$ cat src/include/tbu_pkg.sv
// Shared constants and carrier types of the transmit buffer unpacker.
package tbu_pkg;

  // First command word: completion request, alignment, start offset, segment flags, size.
  localparam int unsigned TBU_A_DONE_BIT  = 31;
  localparam int unsigned TBU_A_ALIGN_HI  = 25;
  localparam int unsigned TBU_A_ALIGN_LO  = 24;
  localparam int unsigned TBU_A_OFS_HI    = 20;
  localparam int unsigned TBU_A_OFS_LO    = 16;
  localparam int unsigned TBU_A_FIRST_BIT = 13;
  localparam int unsigned TBU_A_LAST_BIT  = 12;
  localparam int unsigned TBU_A_SIZE_HI   = 10;

  // Second command word: tag, check-sequence disable, pad disable, packet length.
  localparam int unsigned TBU_B_TAG_HI    = 31;
  localparam int unsigned TBU_B_TAG_LO    = 16;
  localparam int unsigned TBU_B_NOCRC_BIT = 13;
  localparam int unsigned TBU_B_NOPAD_BIT = 12;
  localparam int unsigned TBU_B_LEN_HI    = 10;

  // End alignment codes and the byte masks that round a buffer end up to them.
  localparam logic [1:0]  TBU_ALIGN_4     = 2'h0;
  localparam logic [1:0]  TBU_ALIGN_16    = 2'h1;
  localparam logic [1:0]  TBU_ALIGN_32    = 2'h2;
  localparam logic [11:0] TBU_MASK_4      = 12'h003;
  localparam logic [11:0] TBU_MASK_16     = 12'h00f;
  localparam logic [11:0] TBU_MASK_32     = 12'h01f;

  // Shortest frame the transmitter pads up to unless padding is disabled.
  localparam int unsigned TBU_MIN_FRAME_BYTES = 64;

  // Depth of the byte buffer in front of the transmitter.
  localparam int unsigned TBU_FIFO_DEPTH  = 8;

  // Values after reset.
  localparam logic [31:0] TBU_WORD_RST    = 32'h0000_0000;
  localparam logic [10:0] TBU_CNT_RST     = 11'h000;
  localparam logic [11:0] TBU_SUM_RST     = 12'h000;
  localparam logic [1:0]  TBU_LANE_RST    = 2'h0;

  // Unpacker sequence states.
  typedef enum logic [2:0] {
    TBU_CMD_A,
    TBU_CMD_B,
    TBU_SKIP,
    TBU_DATA,
    TBU_PAD
  } tbu_state_t;

  // One payload byte on its way to the transmitter, with its packet controls.
  typedef struct packed {
    logic        first;
    logic        last;
    logic        no_crc;
    logic        no_pad;
    logic [15:0] tag;
    logic [7:0]  data;
  } tbu_byte_t;

endpackage : tbu_pkg

$ cat src/core/tbu_unpacker.sv
// Transmit buffer unpacker: decodes command words and forwards payload bytes.
module tbu_unpacker
  import tbu_pkg::*;
#(
  parameter int unsigned FIFO_DEPTH = TBU_FIFO_DEPTH
) (
  input  wire logic        CLOCK_I,
  input  wire logic        ARST_N_I,
  input  wire logic        WR_VALID_I,
  input  wire logic [31:0] WR_DATA_I,
  output logic             WR_READY_O,
  output logic             MAC_VALID_O,
  output logic [7:0]       MAC_BYTE_O,
  output logic             MAC_FIRST_O,
  output logic             MAC_LAST_O,
  output logic             MAC_NO_CRC_O,
  output logic             MAC_NO_PAD_O,
  output logic [15:0]      MAC_TAG_O,
  input  wire logic        MAC_READY_I,
  input  wire logic        ERR_CLR_I,
  output logic             TRANSMIT_ERROR_FLAG_O,
  input  wire logic        DONE_CLR_I,
  output logic             BUFFER_DONE_FLAG_O
);

  // Sequence state and held command words.
  tbu_state_t  state_reg, state_next;   // Current phase of the buffer.
  logic [31:0] cmd_a_reg, cmd_a_next;   // First command word of this buffer.
  logic [31:0] cmd_b_reg, cmd_b_next;   // Second command word of this packet.

  // Payload word being split into bytes.
  logic [31:0] word_reg, word_next;     // Current data word.
  logic        have_reg, have_next;     // Word still holds bytes to send.
  logic [1:0]  lane_reg, lane_next;     // Lane of the next byte to send.
  logic [10:0] left_reg, left_next;     // Payload bytes still owed by the buffer.
  logic [10:0] dw_reg, dw_next;         // Data-section words taken so far.

  // Packet bookkeeping and sticky flags.
  logic [11:0] sum_reg, sum_next;       // Running byte total of the packet.
  logic        first_reg, first_next;   // Next byte sent opens a packet.
  logic        err_reg, err_next;       // Sticky transmit error.
  logic        done_reg, done_next;     // Sticky buffer done.
  logic        err_set;                 // Error event this cycle.
  logic        done_set;                // Completion event this cycle.

  // Fields of the first command word.
  logic [1:0]  align_code;              // End alignment code.
  logic [4:0]  ofs;                     // Start offset in bytes.
  logic [10:0] size;                    // Buffer payload bytes.
  logic [10:0] skip_dw;                 // Whole words skipped before data.
  logic [11:0] end_pos;                 // Byte just past the payload.
  logic [11:0] mask;                    // Alignment rounding mask.
  logic [12:0] rounded;                 // End rounded up to the alignment.
  logic [10:0] total_dw;                // Words in the whole data section.

  // Check values computed while the second word is taken.
  logic [11:0] sum_now;                 // Packet total including this buffer.
  logic [10:0] pkt_len;                 // Length field that applies.

  // Path into the byte FIFO.
  tbu_byte_t   fifo_in;                 // Byte offered to the FIFO.
  logic        fifo_in_valid;           // Byte is offered.
  logic        fifo_in_ready;           // FIFO has room.
  tbu_byte_t   fifo_out;                // Byte at the FIFO head.

  assign align_code = cmd_a_reg[TBU_A_ALIGN_HI:TBU_A_ALIGN_LO];
  assign ofs        = cmd_a_reg[TBU_A_OFS_HI:TBU_A_OFS_LO];
  assign size       = cmd_a_reg[TBU_A_SIZE_HI:0];
  assign skip_dw    = {8'h00, ofs[4:2]};
  assign end_pos    = {7'h00, ofs} + {1'b0, size};

  always_comb begin
    case (align_code)
      TBU_ALIGN_4:  mask = TBU_MASK_4;
      TBU_ALIGN_16: mask = TBU_MASK_16;
      TBU_ALIGN_32: mask = TBU_MASK_32;
      // The reserved code is treated as plain word alignment.
      default:      mask = TBU_MASK_4;
    endcase
  end

  assign rounded  = ({1'b0, end_pos} + {1'b0, mask}) & ~{1'b0, mask};
  assign total_dw = rounded[12:2];

  assign sum_now = (cmd_a_reg[TBU_A_FIRST_BIT] ? TBU_SUM_RST : sum_reg) + {1'b0, size};
  assign pkt_len = cmd_a_reg[TBU_A_FIRST_BIT] ? WR_DATA_I[TBU_B_LEN_HI:0]
                                              : cmd_b_reg[TBU_B_LEN_HI:0];

  // Byte offered to the FIFO, built from the held word and packet controls.
  always_comb begin
    fifo_in.first  = first_reg;
    fifo_in.last   = cmd_a_reg[TBU_A_LAST_BIT] && (left_reg == 11'h001);
    fifo_in.no_crc = cmd_b_reg[TBU_B_NOCRC_BIT];
    fifo_in.no_pad = cmd_b_reg[TBU_B_NOPAD_BIT];
    fifo_in.tag    = cmd_b_reg[TBU_B_TAG_HI:TBU_B_TAG_LO];
    fifo_in.data   = word_reg[{lane_reg, 3'b000} +: 8];
  end

  // Sequencer: takes host words, strips commands, skips and filler, splits bytes.
  always_comb begin
    state_next    = state_reg;
    cmd_a_next    = cmd_a_reg;
    cmd_b_next    = cmd_b_reg;
    word_next     = word_reg;
    have_next     = have_reg;
    lane_next     = lane_reg;
    left_next     = left_reg;
    dw_next       = dw_reg;
    sum_next      = sum_reg;
    first_next    = first_reg;
    err_set       = 1'b0;
    done_set      = 1'b0;
    WR_READY_O    = 1'b0;
    fifo_in_valid = 1'b0;
    case (state_reg)
      TBU_CMD_A: begin
        WR_READY_O = 1'b1;
        if (WR_VALID_I) begin
          cmd_a_next = WR_DATA_I;
          state_next = TBU_CMD_B;
        end
      end
      // Second command word: checks happen here, before any data word.
      TBU_CMD_B: begin
        WR_READY_O = 1'b1;
        if (WR_VALID_I) begin
          if (cmd_a_reg[TBU_A_FIRST_BIT]) begin
            cmd_b_next = WR_DATA_I;
            first_next = 1'b1;
          end else if (WR_DATA_I != cmd_b_reg) begin
            err_set = 1'b1;
          end
          if (cmd_a_reg[TBU_A_LAST_BIT] && (sum_now != {1'b0, pkt_len})) begin
            err_set = 1'b1;
          end
          sum_next   = sum_now;
          left_next  = size;
          dw_next    = TBU_CNT_RST;
          have_next  = 1'b0;
          state_next = TBU_SKIP;
        end
      end
      // Whole offset words are taken and dropped.
      TBU_SKIP: begin
        if (dw_reg == skip_dw) begin
          // empty buffers go straight to the filler check
          state_next = (left_reg != TBU_CNT_RST) ? TBU_DATA : TBU_PAD;
        end else begin
          WR_READY_O = 1'b1;
          if (WR_VALID_I) begin
            dw_next = dw_reg + 11'h001;
          end
        end
      end
      // Payload words are split into bytes and pushed one per cycle.
      TBU_DATA: begin
        if (!have_reg) begin
          WR_READY_O = 1'b1;
          if (WR_VALID_I) begin
            word_next = WR_DATA_I;
            have_next = 1'b1;
            dw_next   = dw_reg + 11'h001;
            lane_next = (dw_reg == skip_dw) ? ofs[1:0] : TBU_LANE_RST;
          end
        end else begin
          fifo_in_valid = 1'b1;
          if (fifo_in_ready) begin
            first_next = 1'b0;
            left_next  = left_reg - 11'h001;
            lane_next  = lane_reg + 2'h1;
            if (left_reg == 11'h001) begin
              have_next  = 1'b0;
              state_next = TBU_PAD;
            end else if (lane_reg == 2'h3) begin
              have_next = 1'b0;
            end
          end
        end
      end
      TBU_PAD: begin
        if (dw_reg >= total_dw) begin
          done_set   = cmd_a_reg[TBU_A_DONE_BIT];
          state_next = TBU_CMD_A;
        end else begin
          WR_READY_O = 1'b1;
          if (WR_VALID_I) begin
            dw_next = dw_reg + 11'h001;
          end
        end
      end
      default: begin
        state_next = TBU_CMD_A;
      end
    endcase
    // error flag, set wins over clear
    err_next  = err_set | (err_reg & ~ERR_CLR_I);
    done_next = done_set | (done_reg & ~DONE_CLR_I);
  end

  // Registers all sequencer state.
  always_ff @(posedge CLOCK_I or negedge ARST_N_I) begin
    if (!ARST_N_I) begin
      state_reg <= TBU_CMD_A;
      cmd_a_reg <= TBU_WORD_RST;
      cmd_b_reg <= TBU_WORD_RST;
      word_reg  <= TBU_WORD_RST;
      have_reg  <= 1'b0;
      lane_reg  <= TBU_LANE_RST;
      left_reg  <= TBU_CNT_RST;
      dw_reg    <= TBU_CNT_RST;
      sum_reg   <= TBU_SUM_RST;
      first_reg <= 1'b0;
      err_reg   <= 1'b0;
      done_reg  <= 1'b0;
    end else begin
      state_reg <= state_next;
      cmd_a_reg <= cmd_a_next;
      cmd_b_reg <= cmd_b_next;
      word_reg  <= word_next;
      have_reg  <= have_next;
      lane_reg  <= lane_next;
      left_reg  <= left_next;
      dw_reg    <= dw_next;
      sum_reg   <= sum_next;
      first_reg <= first_next;
      err_reg   <= err_next;
      done_reg  <= done_next;
    end
  end

  // Byte buffer in front of the transmitter; a full buffer stalls the sequencer.
  tbu_fifo #(
    .WIDTH ($bits(tbu_byte_t)),
    .DEPTH (FIFO_DEPTH)
  ) u_fifo (
    .clk_i       (CLOCK_I),
    .arst_n_i    (ARST_N_I),
    .in_valid_i  (fifo_in_valid),
    .in_data_i   (fifo_in),
    .in_ready_o  (fifo_in_ready),
    .out_valid_o (MAC_VALID_O),
    .out_data_o  (fifo_out),
    .out_ready_i (MAC_READY_I)
  );

  // Transmitter side fields come from the FIFO storage.
  assign MAC_BYTE_O            = fifo_out.data;
  assign MAC_FIRST_O           = fifo_out.first;
  assign MAC_LAST_O            = fifo_out.last;
  assign MAC_NO_CRC_O          = fifo_out.no_crc;
  assign MAC_NO_PAD_O          = fifo_out.no_pad;
  assign MAC_TAG_O             = fifo_out.tag;
  assign TRANSMIT_ERROR_FLAG_O = err_reg;
  assign BUFFER_DONE_FLAG_O    = done_reg;

endmodule : tbu_unpacker

$ cat src/core/tbu_fifo.sv
// Flip-flop FIFO with valid and ready on both sides.
module tbu_fifo
  import tbu_pkg::*;
#(
  parameter int unsigned WIDTH = 28,
  parameter int unsigned DEPTH = TBU_FIFO_DEPTH
) (
  input  wire logic             clk_i,
  input  wire logic             arst_n_i,
  input  wire logic             in_valid_i,
  input  wire logic [WIDTH-1:0] in_data_i,
  output logic                  in_ready_o,
  output logic                  out_valid_o,
  output logic [WIDTH-1:0]      out_data_o,
  input  wire logic             out_ready_i
);

  localparam int unsigned PW = (DEPTH > 1) ? $clog2(DEPTH) : 1;
  localparam int unsigned CW = $clog2(DEPTH + 1);
  localparam logic [PW-1:0] LAST_IDX = PW'(DEPTH - 1);

  logic [WIDTH-1:0] mem_reg [DEPTH];  // Storage entries.
  logic [PW-1:0]    wr_reg, wr_next;  // Write index.
  logic [PW-1:0]    rd_reg, rd_next;  // Read index.
  logic [CW-1:0]    cnt_reg, cnt_next; // Number of held entries.
  logic             push;             // An entry is written this cycle.
  logic             pop;              // An entry is read this cycle.

  // Full and empty come straight from the occupancy count.
  assign in_ready_o  = (cnt_reg != CW'(DEPTH));
  assign out_valid_o = (cnt_reg != '0);
  assign out_data_o  = mem_reg[rd_reg];
  assign push        = in_valid_i & in_ready_o;
  assign pop         = out_valid_o & out_ready_i;

  // Index and count update, with wrap at the last entry.
  always_comb begin
    wr_next  = wr_reg;
    rd_next  = rd_reg;
    cnt_next = cnt_reg;
    if (push) begin
      wr_next = (wr_reg == LAST_IDX) ? '0 : wr_reg + PW'(1);
    end
    if (pop) begin
      rd_next = (rd_reg == LAST_IDX) ? '0 : rd_reg + PW'(1);
    end
    if (push && !pop) begin
      cnt_next = cnt_reg + CW'(1);
    end else if (pop && !push) begin
      cnt_next = cnt_reg - CW'(1);
    end
  end

  // Registers the indices and the count.
  always_ff @(posedge clk_i or negedge arst_n_i) begin
    if (!arst_n_i) begin
      wr_reg  <= '0;
      rd_reg  <= '0;
      cnt_reg <= '0;
    end else begin
      wr_reg  <= wr_next;
      rd_reg  <= rd_next;
      cnt_reg <= cnt_next;
    end
  end

  // Each entry loads only when the write index points at it.
  for (genvar i = 0; i < DEPTH; i++) begin : g_entry
    always_ff @(posedge clk_i or negedge arst_n_i) begin
      if (!arst_n_i) begin
        mem_reg[i] <= '0;
      end else if (push && (wr_reg == PW'(i))) begin
        mem_reg[i] <= in_data_i;
      end
    end
  end

endmodule : tbu_fifo

$ cat config.mk
export PLATFORM = sky130hd
export DESIGN_NAME = tbu_unpacker
export DESIGN_NICKNAME = d
export VERILOG_FILES = /design/src/include/tbu_pkg.sv /design/src/core/tbu_unpacker.sv /design/src/core/tbu_fifo.sv
export SDC_FILE = /design/constraint.sdc
export NUM_CORES = 1
export LEC_CHECK = 0
export BUFFER_PORTS_ARGS = -buffer_cell sky130_fd_sc_hd__buf_4
export CAP_MARGIN = 5
export CELL_PAD_IN_SITES_DETAIL_PLACEMENT = 1
export CELL_PAD_IN_SITES_GLOBAL_PLACEMENT = 2
export CORE_MARGIN = 4
export CORE_UTILIZATION = 44
export DETAILED_ROUTE_END_ITERATION = 7
export PLACE_DENSITY_LB_ADDON = 0.1
export RECOVER_POWER = 100
export SLEW_MARGIN = 20
export SYNTH_ARGS = -nofsm -noshare
export SYNTH_HDL_FRONTEND = slang
export SYNTH_SLANG_ARGS = --single-unit
export TNS_END_PERCENT = 1
$ cat constraint.sdc
create_clock -name CLOCK_I -period 5.15 [get_ports CLOCK_I]
set_clock_uncertainty 0.15 [all_clocks]
set_input_delay 0.515 -clock CLOCK_I [delete_from_list [all_inputs] [get_ports CLOCK_I]]
set_output_delay 0.515 -clock CLOCK_I [all_outputs]
set_load 0.01 [all_outputs]
# [Yosys cells after proc, flatten, opt, wreduce, memory -nomap -nowiden]
# Cells that the tools add are included.
[classes] add_sub_neg=10 n_lt_le_gt_ge=2 n_eq_ne=32 shifts=1 muxes=58 n_bitwise=12 reduce_logical=33
[op_table] operator="11-bit 2-to-1 mux" n=9
[op_table] operator="28-bit binary-select mux with 3-bit select" n=1
[op_table] operator="28-bit 2-to-1 mux" n=2
[op_table] operator="11-bit one-hot mux with 4 select lines" n=1
[op_table] operator="32-bit != test" n=1
[op_table] operator="32-bit by 6-bit variable part select with 8-bit output" n=1
[op_table] operator="3-bit 2-to-1 mux" n=10
[op_table] operator="1-bit 2-to-1 mux" n=22
[op_table] operator="11-bit one-hot mux with 2 select lines" n=1
[op_table] operator="2-bit != test, second input constant" n=10
[op_table] operator="3-bit == test, second input constant" n=6
[op_table] operator="3-bit one-hot mux with 5 select lines" n=1
[op_table] operator="12-bit by 12-bit adder with 13-bit output" n=1
[op_table] operator="13-bit bitwise AND" n=1
[op_table] operator="12-bit inverter with 13-bit output" n=1
[op_table] operator="12-bit by 11-bit adder with 12-bit output" n=1
[op_table] operator="5-bit by 11-bit adder with 12-bit output" n=1
[op_table] operator="3-bit by 2-bit == test with 1-bit output, second input constant" n=4
[op_table] operator="1-bit logical AND" n=12
[op_table] operator="12-bit 2-to-1 mux" n=1
[op_table] operator="12-bit by 11-bit != test with 1-bit output" n=1
[op_table] operator="11-bit by 1-bit adder with 11-bit output, second input constant" n=1
[op_table] operator="11-bit by 1-bit == test with 1-bit output, second input constant" n=1
[op_table] operator="11-bit by 3-bit == test with 1-bit output" n=1
[op_table] operator="other kinds (32)" n=57
[word_totals] register_bits=373 in_bits=38 elab_cells=171

# [Longest topological paths before layout]
[logic_depth] ltp_word=8 depth_mapped=21

# [By module]
# From an unflattened synthesis, not the netlist that was laid out.
[unflattened] hier_cells=1330 area_unflattened_um2=18814.3
[by_module_without_submodules] mod="tbu_fifo" instances=1 cells_each=643 area_per_inst_um2=11248.3 seq_area_each_um2=5855.6
[by_module_without_submodules] mod="tbu_unpacker" instances=1 cells_each=687 area_per_inst_um2=7566.0 seq_area_each_um2=3203.1

# [Worst setup path after synthesis]
# Ideal clock, no wire load.
[synth_path] path_type="register to output" start="register cmd_a_reg[25]" end="output port WR_READY_O" arrival_time_ns=3.923 t_required_ns=4.485 slack_ns=0.562 path_stages_with_launch=21 path_cell_list="dfrtp_1 ha_1 inv_1 fa_1 inv_1 fa_1 nor2b_1 o21ai_0 nand2b_1 a21oi_1 nor2b_1 nand3_1 xor2_1 ha_1 nand3_1 nand2_1 a211o_1 a21oi_1 o21ai_0 o22a_1 o22ai_1"
[synth_between] elab_chain_cells=7 elab_cells_between_ends=9 classes_between="add/sub: 1; order compare: 1; eq/ne: 2; mux: 3; bitwise: 2"
[synth_lines] element="start, declared" line_no="tbu_unpacker.sv:28" text="logic [31:0] cmd_a_reg, cmd_a_next;"
[synth_lines] element="start signal, assigned" line_no="tbu_unpacker.sv:217" text="cmd_a_reg <= cmd_a_next;"
[synth_lines] element="2-bit == test or 2-bit by 1-bit == test with 1-bit output (tied branches)" line_no="tbu_unpacker.sv:73" text="case (align_code)"
[synth_lines] element="5-bit one-hot mux with 2 select lines (*)" line_no="tbu_unpacker.sv:73"
[synth_lines] element="12-bit by 12-bit adder with 13-bit output or 12-bit inverter with 13-bit output (tied branches)" line_no="tbu_unpacker.sv:82" text="assign rounded = ({1'b0, end_pos} + {1'b0, mask}) & ~{1'b0, mask};"
[synth_lines] element="13-bit bitwise AND (*)" line_no="tbu_unpacker.sv:82"
[synth_lines] element="11-bit greater-or-equal comparator (*)" line_no="tbu_unpacker.sv:181" text="if (dw_reg >= total_dw) begin"
[synth_lines] element="1-bit 2-to-1 mux (*)" line_no="tbu_unpacker.sv:181"
[synth_lines] element="1-bit one-hot mux with 4 select lines (*)" line_no="tbu_unpacker.sv:115" text="case (state_reg)"
[synth_lines] element="end, declared" line_no="tbu_unpacker.sv:11" text="output logic WR_READY_O,"
# Every way passes the cells marked *; elsewhere a longest branch is shown, timed or not.

# [Worst setup path in the final report]
# Ends and elaborated chain as after synthesis.

==> results.txt <==
The run finished, with violations left. The checks that failed: max-capacitance violations, max-slew violations, negative setup slack. The multiplexer area fraction after synthesis was 0.294.

Once placement completed, the tool counted placed cells totaling 1,886. The slowest cell on the critical path was fa_1. The tools report the largest net degree at the start of global routing as 111. TritonCTS built the clock tree.

Yosys mapped the design onto 69 distinct sky130hd cell types. Overall die height: 211 um. The number of enable flip-flop cells after synthesis was 0. The final clock period utilization by the worst path works out to 1.03.

Share of synthesized area occupied by flip-flops and latches: 0.502. The maximum fanout encountered on the critical timing path is 3, and the data required time of the worst path is 4.49 ns. The weighted congestion at the end of routability-driven global placement came out at 0.818. In the routed design, unresolved DRC markers number 0. The cell count after synthesis came out at 1,360. The number of fill cells in the layout was 4,005; the global-route wire length before repair was 73,500 um. In this run, CTS created clock tree buffers numbering 42.

The number of detailed-route iterations in the first pass came out at 6. By area, the combinational part of the netlist is dominated by multiplexers. The sequential group share of total power was 0.381; the reported net switching power was 0.00448 W. Leakage component of the power: 9.38 nW. The fraction of registers with async set/reset is 1.00. The buffer type at the clock tree root is clkbuf_16. Setup TNS: -0.134 ns.

Summed over all layers, the routed wires come to 46,200 um. In this run the critical register-to-register path is launched from u_fifo.cnt_reg[0]. The signed area change from the synthesized netlist to the final layout was 12.0%; the delay of the slowest critical-path stage was 0.46 ns. The clock input transition at the sequential cells of the worst setup and hold paths was 0.06 ns. The classification of the worst-slack hold path is input port to register. In the final routed layout, each cell accounts on average for 23.5 um. In this run the horizontal extent of the chip is 211 um.

The later pin in the worst-skew pair is clocked with a latency of 0.56 ns. For this design, the sink count on the clock tree is 362. The tools report the minimum setup slack in the final design as -0.134 ns.

The clock network fraction of design power is 0.228. The proportion of total power due to net switching came out at 0.366. The fraction of the mapped netlist area in adder cells is 0.0358, and the area fraction in compound gates after synthesis is 0.0469.

The fraction of final layout cells with drive strength greater than 1 works out to 0.362. Setup repair after global routing could not meet its margin everywhere. The cell area that synthesis handed to floorplanning was 18,000 um2. The average footprint of a synthesized cell came out at 13.3 um2.

The via count of the first global-routing pass was 12,100. The startpoint kind of the worst setup timing path was a register. In this run the tool buffered the top-level ports with 69 buffer cells. The total core area is 40,100 um2.

Counting every net in the synthesized netlist gives 1,446. The gate family responsible for the most delay along the worst path is compound AO/OA/AOI/OAI gates. The power per cell area is 606 nW/um2. After synthesis, the cell types taking the most area are dfrtp_1, mux2_2, mux4_2.

The all-layer global routing usage was 0.214; the xor/xnor share of the synthesized area was 0.0315. The run gives -0.656 as the relative max-transition margin. The peak clock frequency supported by timing was 189 MHz; the initial cell density of the core was 0.450. The register with the most flip-flops in the layout has 224 of them. The startpoint identified for the worst hold timing path is WR_DATA_I[30]. Once detail routing completed, the nets flagged for antenna violations numbered 0. Summed over all instances, the cell type with the most area after synthesis is dfrtp_1. At the pin with the least slew margin, the transition time is 2.48 ns.

The worst setup path is captured at an output pin. Internal power comes to 0.00777 W. For the end-of-flow core utilization, the log shows 0.504. The number of warning messages in the yosys log is 0, and the total of flip-flops plus latches after synthesis is 362. The combinational cell fraction of total power was 0.391.

The final period demand of the worst path is 5.28 ns. In the routed layout, each cell is associated on average with a via count of 5.60. The most numerous cell type found on the critical path is buf_4. The run gives 474 as the violation count after the first detailed-routing iteration. The clock passes through at most 3 buffers. The run gives 0.102 ns as the worst-case setup slack after placement.

Counting both buffers and inverters, the worst setup path holds a total of 5. For this run, the number of standard cells in the final layout without fillers is 1,964. The critical path in this run is classified as register to output pin.

For the floorplan row count, the log shows 73. The H-tree generated during clock tree synthesis spans 2 levels. The number of antenna violations at the first check in global routing was 1. Across the run, the number of max-cap violations was 13. The signal on the critical path passes through ha_4 -> inv_2 -> fa_1 -> ha_1 -> inv_1 -> o21bai_1 -> a21oi_2 -> nor2b_2 -> o21a_1 -> o21a_1 -> buf_4 -> buf_4 -> nand2_1 -> xor2_1 -> ha_1 -> nand3_1 -> nand2_1 -> a211o_1 -> a21oi_2 -> o21ai_2 -> o22a_1 -> o22ai_1 -> buf_4. The most critical setup path has its startpoint at cmd_a_reg[25].

Among all flip-flop cells after synthesis, the most frequent one is dfrtp_1. Once detailed placement completed, the half-perimeter wirelength came to 30,500 um. The tools report the number of hold-slack violations in the final timing report as 0. The number of vias in the routed layout is 11,000, and the remaining global-route overflow is 0. The share of the synthesized area in the top cell type is 0.502. The tools report the number of max-slew violations in the final report as 558.

IR analysis of the VDD net gives a maximum drop of 0.313 mV. The number of I/O pins was 70; the die outline area was 44,300 um2. For the worst setup path, the data arrival time is 4.62 ns. The final setup violation count was 1; the post-synthesis simple-gate area fraction was 0.0621. The run gives 0.0123 W as the power consumption. After the last flow step, the layout net total stands at 1,500.
cells in the final DEF (no fill, tap or decap), types with 3 or more instances in the layout:
master and instances:
dfrtp_1 361, mux2_2 312, nand2_1 83, mux4_2 64
buf_4 57, o21ai_0 50, xnor2_1 49, clkbuf_1 44
a21oi_1 43, clkbuf_16 43, ha_1 41, nor2_1 28
inv_1 27, mux2i_1 21, nor2b_1 17, nand2b_1 16
xor2_1 16, nand3_1 16, nand4_1 12, mux2_1 10
nor3_1 8, clkbuf_8 8, and3_1 7, a21o_1 7
nor4_1 7, a21oi_2 5, fa_1 5, o21bai_1 4
o21a_1 4, o22ai_1 4, or2_2 3, or3_1 3
a22oi_1 3, nand3b_1 3, clkinv_2 3
Yosys cell counts (7+ instances only):
cell      number
dfrtp_1      362
clkbuf_1      28
nor2_1        27
and3_1         7
a21oi_1       45
xnor2_1       49
a21o_1         7
mux2i_1       21
nand2b_1      16
buf_2         49
nand4_1       12
ha_1          42
inv_1         27
xor2_1        16
nand2_1       82
o21ai_0       50
mux4_2        64
nor3_1         8
nor2b_1       19
nand3_1       18
mux2_2       321
nor4_1         7
stage by stage:
step / hold slack [ns] / cell area [um2]
floorplan: 0.0694 / 18000
finish: 0.0594 / 20200
global route: 0.0325 / 20200
detailed placement: 0.310 / 19000
CTS: 0.0270 / 20400
global placement: 0.304 / 19000
kinds of logic (layout without fill, tap and decap cells):
| logic type | after synthesis | in the layout |
|---|---|---|
| AO/OA/AOI/OAI | 142 | 142 |
| multiplexers | 409 | 409 |
| AND/OR/NAND/NOR | 220 | 220 |
| other | 0 | 1 |
| flip-flops | 362 | 362 |
| adder cells (fa/ha/maj) | 48 | 48 |
| XOR/XNOR | 65 | 65 |
| buffers and inverters | 114 | 192 |
final timing paths:
| check | end | depth (start not counted) | slack [ns] |
|---|---|---|---|
| min in group asynchronous | u_fifo.mem_reg[52] | 2 | 1.02 |
| hold / removal | cmd_b_reg[30] | 2 | 0.06 |
| setup / recovery | WR_READY_O | 23 | -0.13 |
| setup reg to reg | u_fifo.mem_reg[41] | 7 | 0.43 |
| hold reg to reg | sum_reg[3] | 2 | 0.32 |
| max in group asynchronous | u_fifo.rd_reg[1] | 3 | 1.09 |
power by group through the flow:
stage	clock network, W	registers (W)	logic (W)
after floorplan	0	0.00408	0.00388
after detailed placement	0	0.00473	0.00473
final	0.00279	0.00467	0.00479
after global routing	0.00301	0.00483	0.00537
after CTS	0.00288	0.00469	0.00488
after global placement	0	0.00470	0.00462
layout make-up:
type | instances | area (um2) | area share
clock buffer | 64 | 1230 | 0.0611
antenna | 1 | 2.50 | 0.000124
multi-input combinational | 884 | 8530 | 0.422
clock inverter | 4 | 23.8 | 0.00118
tap | 525 | 657 | 0.0325
timing repair buffer | 95 | 601 | 0.0297
inverter | 29 | 109 | 0.00538
sequential | 362 | 9060 | 0.448
repair_timing:
item,CTS,global route
hold endpoints to repair,85,0
setup buffers,6,1
hold buffers,2,0
setup endpoints to repair,1,1
pin swaps,9,9
gates resized for setup,8,4
routing by layer:
| metal | global-route usage | up-vias | wire [um] |
|---|---|---|---|
| li1 | - | 5023 | - |
| met1 | 0.303 | 5816 | 21500 |
| met2 | 0.351 | 114 | 22500 |
| met3 | 0.0353 | 53 | 1440 |
| met4 | 0.0465 | 0 | 744 |
| met5 | 0 | - | 0 |
No activity file was read; power rests on OpenSTA's default activity.
